[config.mk]
export PLATFORM = sky130hd
export DESIGN_NAME = dsg_clock_gate
export DESIGN_NICKNAME = d
export VERILOG_FILES = /design/src/common/dsg_pkg.sv /design/src/hdl/dsg_fault_check.sv /design/src/hdl/dsg_clock_gate.sv
export VERILOG_INCLUDE_DIRS = /design/src /design/src/common
export SDC_FILE = /design/constraint.sdc
export NUM_CORES = 1
export LEC_CHECK = 0
export BUFFER_PORTS_ARGS = -buffer_cell sky130_fd_sc_hd__buf_2
export CAP_MARGIN = 20
export CORE_ASPECT_RATIO = 0.8
export CORE_MARGIN = 8
export CORE_UTILIZATION = 46
export CTS_CLUSTER_DIAMETER = 100
export DETAILED_ROUTE_END_ITERATION = 7
export PLACE_DENSITY = 0.72
export SLEW_MARGIN = 0
export SYNTH_ARGS = -nofsm -noshare
export SYNTH_HDL_FRONTEND = slang
export SYNTH_SLANG_ARGS = --single-unit
[constraint.sdc]
create_clock -name mclk -period 2.23 [get_ports mclk]
set_clock_uncertainty 0.05 [all_clocks]
set_input_delay 0.669 -clock mclk [delete_from_list [all_inputs] [get_ports mclk]]
set_output_delay 0.669 -clock mclk [all_outputs]
set_load 0.03 [all_outputs]
[src/common/dsg_regs.svh]
// Register offsets, field positions, reset values and masks of the deep-sleep clock gating block
`ifndef DSG_REGS_SVH
`define DSG_REGS_SVH

`define DSG_ADDR_W 12
`define DSG_OFF_DEEP_GATE 12'h124
`define DSG_OFF_RUN_GATE 12'h200
`define DSG_OFF_SLEEP_GATE 12'h204
`define DSG_OFF_RUN_CONFIG 12'h208
`define DSG_OFF_STATUS 12'h210
`define DSG_OFF_CLEAR 12'h214
`define DSG_OFF_ENABLE 12'h218
`define DSG_OFF_MODE 12'h21C

`define DSG_GATE_RESET 32'h0000_0000
`define DSG_GATE_MASK 32'h0707_1013
`define DSG_CONFIG_RESET 32'h0000_0000
`define DSG_BIT_AUTO_GATING 0

`define DSG_BIT_CMP2 26
`define DSG_BIT_CMP1 25
`define DSG_BIT_CMP0 24
`define DSG_BIT_CNT2 18
`define DSG_BIT_CNT1 17
`define DSG_BIT_CNT0 16
`define DSG_BIT_TWI0 12
`define DSG_BIT_SYN0 4
`define DSG_BIT_ASY1 1
`define DSG_BIT_ASY0 0

`define DSG_NUM_UNITS 10
`define DSG_UNIT_IDX_W 4
`define DSG_NUM_EVENTS 4
`define DSG_EVT_FAULT 0
`define DSG_EVT_DEEP_ENTER 1
`define DSG_EVT_DEEP_EXIT 2
`define DSG_EVT_SLEEP_ENTER 3
`define DSG_EVT_MASK 32'h0000_000F
`define DSG_RESET_IRQ 32'h0000_0000

`endif

[src/common/dsg_pkg.sv]
// Types shared by the deep-sleep clock gating block
package dsg_pkg;
  `include "dsg_regs.svh"

  typedef enum logic [2:0] {
    DSG_RUN = 3'b001,
    DSG_SLEEP = 3'b010,
    DSG_DEEP = 3'b100
  } dsg_mode_t;

  typedef struct packed {
    logic psel;
    logic penable;
    logic pwrite;
    logic [`DSG_ADDR_W-1:0] paddr;
    logic [31:0] pwdata;
  } dsg_apb_req_t;

  typedef struct packed {
    logic valid;
    logic [`DSG_UNIT_IDX_W-1:0] unit;
  } dsg_unit_req_t;

  typedef struct packed {
    logic done;
    logic fault;
  } dsg_unit_rsp_t;
endpackage

[src/hdl/dsg_fault_check.sv]
// Access checker that faults accesses to unclocked units
`timescale 1ns/1ps
`include "dsg_regs.svh"
module dsg_fault_check
  import dsg_pkg::*;
(
  input wire logic mclk,
  input wire logic rst_b,
  input wire logic [`DSG_NUM_UNITS-1:0] clkEn,
  input wire dsg_pkg::dsg_unit_req_t req,
  output dsg_pkg::dsg_unit_rsp_t rsp
);
  dsg_unit_rsp_t rsp_ff;
  logic selEn;
  logic inRange;

  // Indices beyond the unit count have no clock at all and fault too
  assign inRange = req.unit < `DSG_UNIT_IDX_W'(`DSG_NUM_UNITS);
  assign selEn = inRange && clkEn[req.unit];

  always_ff @(posedge mclk) begin
    if (!rst_b) begin
      rsp_ff <= '0;
    end else begin
      rsp_ff.done <= req.valid;
      rsp_ff.fault <= req.valid && !selEn;
    end
  end

  assign rsp = rsp_ff;
endmodule // dsg_fault_check

[src/hdl/dsg_clock_gate.sv]
// Deep-sleep clock gating register block with APB slave and unit clock enables
// Behaviour
// - set bit clocks unit, clear bit stops it
// - access to unclocked unit returns bus fault
// - reset clears the gating register to zero
// - gating register sits at offset 0x124
// - register governs gating during deep-sleep
// - sleep registers used only with auto gating
// - comparator enables at bits 26, 25, 24
// - counter enables at bits 18, 17, 16
// - two-wire serial enable at bit 12
// - synchronous serial enable at bit 4
// - asynchronous serial enables at bits 1, 0
// - reserved fields read-only, read as zero
`timescale 1ns/1ps
`include "dsg_regs.svh"
module dsg_clock_gate
  import dsg_pkg::*;
(
  input wire logic mclk,
  input wire logic rst_b,
  input wire dsg_pkg::dsg_apb_req_t apbReq,
  output logic [31:0] prdata,
  output logic pready,
  output logic pslverr,
  input wire logic sleepReq,
  input wire logic deepSleepReq,
  input wire dsg_pkg::dsg_unit_req_t unitReq,
  output logic unitDone,
  output logic unitFault,
  output logic [`DSG_NUM_UNITS-1:0] unitClkEn,
  output logic irq
);
  import dsg_pkg::*;

  logic [31:0] deepGate_ff;
  logic [31:0] runGate_ff;
  logic [31:0] sleepGate_ff;
  logic autoGating_ff;
  logic [`DSG_NUM_EVENTS-1:0] status_ff;
  logic [`DSG_NUM_EVENTS-1:0] irqEn_ff;
  dsg_mode_t mode_ff;
  dsg_mode_t nxt_mode;
  logic [`DSG_NUM_UNITS-1:0] unitClkEn_ff;
  logic [`DSG_NUM_UNITS-1:0] nxt_unitClkEn;
  logic [31:0] prdata_ff;
  logic [31:0] nxt_prdata;
  logic pready_ff;
  logic pslverr_ff;
  logic nxt_pslverr;
  logic irq_ff;
  logic unitDone_ff;
  logic unitFault_ff;
  logic access;
  logic wrStb;
  logic hit;
  logic [31:0] activeGate;
  logic [`DSG_NUM_EVENTS-1:0] events;
  logic [`DSG_NUM_EVENTS-1:0] clrBits;
  dsg_unit_rsp_t chkRsp;

  // Register bit of each unit, in unit index order
  localparam int unsigned UnitBit [`DSG_NUM_UNITS] = '{
    `DSG_BIT_ASY0, `DSG_BIT_ASY1, `DSG_BIT_SYN0, `DSG_BIT_TWI0,
    `DSG_BIT_CNT0, `DSG_BIT_CNT1, `DSG_BIT_CNT2,
    `DSG_BIT_CMP0, `DSG_BIT_CMP1, `DSG_BIT_CMP2
  };

  // One wait state: the answer is registered so all outputs come from flops
  assign access = apbReq.psel && apbReq.penable && !pready_ff;
  assign wrStb = access && apbReq.pwrite;

  always_comb begin
    hit = 1'b1;
    nxt_prdata = 32'h0000_0000;
    unique case (apbReq.paddr)
      `DSG_OFF_DEEP_GATE: nxt_prdata = deepGate_ff & `DSG_GATE_MASK;
      `DSG_OFF_RUN_GATE: nxt_prdata = runGate_ff & `DSG_GATE_MASK;
      `DSG_OFF_SLEEP_GATE: nxt_prdata = sleepGate_ff & `DSG_GATE_MASK;
      `DSG_OFF_RUN_CONFIG: nxt_prdata[`DSG_BIT_AUTO_GATING] = autoGating_ff;
      `DSG_OFF_STATUS: nxt_prdata[`DSG_NUM_EVENTS-1:0] = status_ff;
      `DSG_OFF_CLEAR: nxt_prdata = 32'h0000_0000;
      `DSG_OFF_ENABLE: nxt_prdata[`DSG_NUM_EVENTS-1:0] = irqEn_ff;
      `DSG_OFF_MODE: nxt_prdata[2:0] = mode_ff;
      default: hit = 1'b0;
    endcase
    if (apbReq.pwrite) begin
      nxt_prdata = 32'h0000_0000;
    end
    // Read-only status and unmapped offsets answer with an error
    nxt_pslverr = !hit || (apbReq.pwrite && apbReq.paddr == `DSG_OFF_STATUS);
  end

  always_ff @(posedge mclk) begin
    if (!rst_b) begin
      pready_ff <= 1'b0;
      prdata_ff <= 32'h0000_0000;
      pslverr_ff <= 1'b0;
    end else begin
      pready_ff <= access;
      prdata_ff <= access ? nxt_prdata : 32'h0000_0000;
      pslverr_ff <= access && nxt_pslverr;
    end
  end

  // Only writable bits are stored, so reserved bits cannot leak back
  always_ff @(posedge mclk) begin
    if (!rst_b) begin
      deepGate_ff <= `DSG_GATE_RESET;
    end else if (wrStb && apbReq.paddr == `DSG_OFF_DEEP_GATE) begin
      deepGate_ff <= apbReq.pwdata & `DSG_GATE_MASK;
    end
  end

  always_ff @(posedge mclk) begin
    if (!rst_b) begin
      runGate_ff <= `DSG_GATE_RESET;
    end else if (wrStb && apbReq.paddr == `DSG_OFF_RUN_GATE) begin
      runGate_ff <= apbReq.pwdata & `DSG_GATE_MASK;
    end
  end

  always_ff @(posedge mclk) begin
    if (!rst_b) begin
      sleepGate_ff <= `DSG_GATE_RESET;
    end else if (wrStb && apbReq.paddr == `DSG_OFF_SLEEP_GATE) begin
      sleepGate_ff <= apbReq.pwdata & `DSG_GATE_MASK;
    end
  end

  always_ff @(posedge mclk) begin
    if (!rst_b) begin
      autoGating_ff <= 1'b0;
    end else if (wrStb && apbReq.paddr == `DSG_OFF_RUN_CONFIG) begin
      autoGating_ff <= apbReq.pwdata[`DSG_BIT_AUTO_GATING];
    end
  end

  always_ff @(posedge mclk) begin
    if (!rst_b) begin
      irqEn_ff <= '0;
    end else if (wrStb && apbReq.paddr == `DSG_OFF_ENABLE) begin
      irqEn_ff <= apbReq.pwdata[`DSG_NUM_EVENTS-1:0];
    end
  end

  // Deep-sleep takes priority when both requests are high
  always_comb begin
    if (deepSleepReq) begin
      nxt_mode = DSG_DEEP;
    end else if (sleepReq) begin
      nxt_mode = DSG_SLEEP;
    end else begin
      nxt_mode = DSG_RUN;
    end
  end

  always_ff @(posedge mclk) begin
    if (!rst_b) begin
      mode_ff <= DSG_RUN;
    end else begin
      mode_ff <= nxt_mode;
    end
  end

  // Without auto gating the run register holds in every mode
  always_comb begin
    activeGate = runGate_ff;
    if (autoGating_ff) begin
      unique case (mode_ff)
        DSG_RUN: activeGate = runGate_ff;
        DSG_SLEEP: activeGate = sleepGate_ff;
        DSG_DEEP: activeGate = deepGate_ff;
      endcase
    end
  end

  for (genvar u = 0; u < `DSG_NUM_UNITS; u++) begin : gUnit
    assign nxt_unitClkEn[u] = activeGate[UnitBit[u]];
  end

  always_ff @(posedge mclk) begin
    if (!rst_b) begin
      unitClkEn_ff <= '0;
    end else begin
      unitClkEn_ff <= nxt_unitClkEn;
    end
  end

  dsg_fault_check uChk (
    .mclk(mclk),
    .rst_b(rst_b),
    .clkEn(unitClkEn_ff),
    .req(unitReq),
    .rsp(chkRsp)
  );

  always_ff @(posedge mclk) begin
    if (!rst_b) begin
      unitDone_ff <= 1'b0;
      unitFault_ff <= 1'b0;
    end else begin
      unitDone_ff <= chkRsp.done && !chkRsp.fault;
      unitFault_ff <= chkRsp.fault;
    end
  end

  always_comb begin
    events = '0;
    events[`DSG_EVT_FAULT] = chkRsp.fault;
    events[`DSG_EVT_DEEP_ENTER] = nxt_mode == DSG_DEEP && mode_ff != DSG_DEEP;
    events[`DSG_EVT_DEEP_EXIT] = nxt_mode != DSG_DEEP && mode_ff == DSG_DEEP;
    events[`DSG_EVT_SLEEP_ENTER] = nxt_mode == DSG_SLEEP && mode_ff != DSG_SLEEP;
  end

  assign clrBits = (wrStb && apbReq.paddr == `DSG_OFF_CLEAR) ?
    apbReq.pwdata[`DSG_NUM_EVENTS-1:0] : '0;

  // A new event in the clearing cycle keeps its bit set
  always_ff @(posedge mclk) begin
    if (!rst_b) begin
      status_ff <= '0;
    end else begin
      status_ff <= (status_ff & ~clrBits) | events;
    end
  end

  always_ff @(posedge mclk) begin
    if (!rst_b) begin
      irq_ff <= 1'b0;
    end else begin
      irq_ff <= |(((status_ff & ~clrBits) | events) & irqEn_ff);
    end
  end

  assign prdata = prdata_ff;
  assign pready = pready_ff;
  assign pslverr = pslverr_ff;
  assign unitDone = unitDone_ff;
  assign unitFault = unitFault_ff;
  assign unitClkEn = unitClkEn_ff;
  assign irq = irq_ff;
endmodule // dsg_clock_gate

==> impl_metrics.py <==
metrics = {
    "routing": {
        "drcViolationCount": 0,
        "first_pass_iters": 6,
        "vias": 3299,
        "viasPerCell": 5.976,
        "antenna_left": 0,
        "avgRoutedWirePerCell_um": 17.29,
        "drt-initial-drc-count": 433,
        "wirelength_um": 9546,
    },
    "die": {
        "num_rows": 27,
        "io_pins": 103,
        "core_mm2": 0.006959,
        "initial_core_util": 0.4779,
        "die-area_mm2": 0.01022,
        "die_x_um": 111.1,
        "die_y_um": 92.05,
    },
    "logic_synthesis": {
        "synth_compound_area_frac": 0.2536,
        "ys_async_sr_fraction": 0,
        "synth_fa_ha_area_frac": 0,
        "synth-edff-count": 0,
        "synth_most_common_cell": "dfxtp_1",
        "yosysWarnings": 0,
        "postSynthAreaPerCell_um2": 8.683,
        "synthXorXnorAreaFrac": 0,
        "synth_area_mm2": 0.003326,
        "yosys.area.top_type": "dfxtp_1",
        "synth-seq-area-share": 0.4274,
        "yosysTopAreaCellShare": 0.4274,
        "synthSimpleGateAreaFrac": 0.2020,
        "yosys-mux-area-fraction": 0.03461,
        "synthTopCellsByArea": "dfxtp_1 43%, nand3_1 6.0%, a21oi_1 5.7%",
        "synth_top_family_by_area": "compound AO/OA/AOI/OAI gates",
        "netlist_top_cells_count": "71 x dfxtp_1, 40 x nand3_1, 38 x a21oi_1",
        "syn_inst": 383,
        "synthDistinctLibCells": 48,
        "synth_ff_type": "dfxtp_1",
        "ys_seq_elements": 71,
    },
    "global_routing": {
        "grt_first_pass_wirelength_um": 15900,
        "grt_pass1_vias": 3218,
        "grt_antenna_before_repair": 0,
        "grt_overflow": 0,
        "grt.total_usage": 0.1873,
        "grt_max_degree": 31,
    },
    "clocking": {
        "numClockSinks": 71,
        "clkLatencyLatePin_ps": 340,
        "cts_root_buf": "clkbuf_8",
        "cts_hold_buf": 0,
        "clockBufferDepth": 2,
        "cts_tree": "built",
        "clk_pin_slew_ps": 70,
        "htreeDepth": 3,
        "postCtsResizedCells": 0,
        "cts_buffers": 9,
        "cts_setup_buffers": 0,
    },
    "timing": {
        "hold_viol_final": 0,
        "final_max_slew_viol_count": 0,
        "finalSetupViolations": 0,
        "min_period_over_period": 0.9059,
        "slew-limit-headroom": 0.5222,
        "tightest_slew_ps": 711.9,
        "finalSetupTns_ps": 0,
        "clock.fmax_mhz": 495.0,
        "rsz0062_at_grt": "false",
        "fin_crit_ps": 2020,
    },
    "placed_design": {
        "dpl.cell_count": 536,
        "io_buffers": 62,
        "routabilityCongestion": 0.8980,
        "post-dp-hpwl_um": 7089,
    },
    "outcome": {
        "status": "complete, no violations",
    },
    "critical_path": {
        "cp.required_ps": 2420,
        "critPathArrivalTime_ps": 2210,
        "crit_slowest_cell": "or4_4",
        "cp-start-kind": "input port",
        "path_class": "input port to flip-flop",
        "cpPeakStageDelay_ps": 570,
        "crit_chain": "buf_2, or4_4, nor4_4, buf_4, a21boi_0, o21a_1",
        "cp_max_fo": 5,
        "crit_path_end_kind": "flip-flop",
    },
    "final_layout": {
        "drive_gt1_frac": 0.2473,
        "fin_cells": 552,
        "n_antenna_cell": 0,
        "syn2layout_area_growth_pct": 19.22,
        "final.fill_count": 662,
        "fin_nets": 516,
    },
    "min_path": {
        "hold_class": "flip-flop to flip-flop",
    },
    "pwr": {
        "peakVddDrop_mv": 0.2732,
        "power.leakage_nw": 1.568,
        "power.density_mw_per_mm2": 598.0,
    },
    "run": {
        "maxCapViolCount": 0,
    },
}
## logic make-up (layout without fill, tap and decap cells)
group,Yosys count,count (layout)
AOI/OAI and AO/OA,134,134
buffers and inverters,50,113
DFF,71,71
muxes,9,9
other,1,20
and+or+nand+nor,118,118
## worst max-delay path, delay by kind of cell
family	cells	cell delay, ps
AND/OR/NAND/NOR	2	950
buffers and inverters	2	310
AO/OA/AOI/OAI	2	290
## path summary, 6_finish.rpt
check | slack (ps) | cells past startpoint | start | end
setup / recovery | 210 | 6 | apbReq[39] | status_ff[2]
hold / removal | 370 | 2 | uChk.rsp[1] | unitDone
setup reg to reg | 300 | 5 | mode_ff[2] | unitClkEn[8]
hold reg to reg | 370 | 2 | uChk.rsp[1] | unitDone
## sequential cells by signal, summed over array words and instances, names as in the netlist
name	flops
uChk.rsp	2
deepGate_ff	10
runGate_ff	10
sleepGate_ff	10
mode_ff	3
unitFault	1
pslverr	1
irqEn_ff	4
prdata	12
unitDone	1
pready	1
status_ff	4
unitClkEn	10
irq	1
autoGating_ff	1
## routing by layer
layer  vias up  track usage  routed length, um
li1       1541            -                  -
met4         0      0.06755                143
met2       206       0.2770               4077
met1      1538       0.2492               4275
met5         -            0                  0
met3        14      0.06120               1049
## cell type report
cell class                 count  area [um^2]  share of cell area
sequential                    71         1421              0.3585
clock inverter                 4        22.52            0.005680
clock buffer                  12        135.1             0.03408
inverter                       7        26.28            0.006627
multi-input combinational    281         1705              0.4301
timing repair buffer          90        545.5              0.1376
tap                           87        108.9             0.02745
## power breakdown
part / internal (mW) / total [mW] / switching [mW]
sequential: 1.28 / 1.29 / 0.00779
combinational: 0.0711 / 0.226 / 0.155
clock: 0.399 / 0.858 / 0.459
## per-stage QoR
step / area, um^2 / utilization / hold slack [ps] / setup WS [ps] / total power [mW]
6_report: 3965 / 0.5698 / 369.3 / 209.9 / 2.371
4_1_cts: 3965 / 0.5698 / 376.2 / 242.4 / 2.380
3_3_place_gp: 3807 / 0.5471 / 353.1 / -108.6 / 1.535
3_5_place_dp: 3807 / 0.5471 / 366.5 / -118.4 / 1.537
5_1_grt: 3965 / 0.5698 / 396.6 / 139.2 / 2.455
2_1_floorplan: 3397 / - / 345.2 / 43.26 / 1.469
## cell usage in the layout, fill, tap and decap left out, drive strengths merged, types with 7 or more instances in the layout
cell type / instances
a21oi: 38
a22o: 18
a22oi: 19
buf: 90
clkbuf: 12
conb: 20
dfxtp: 71
inv: 7
mux2i: 7
nand2: 10
nand3: 40
nor2: 29
o21ai: 38
Power figures use the tool's default switching activity.
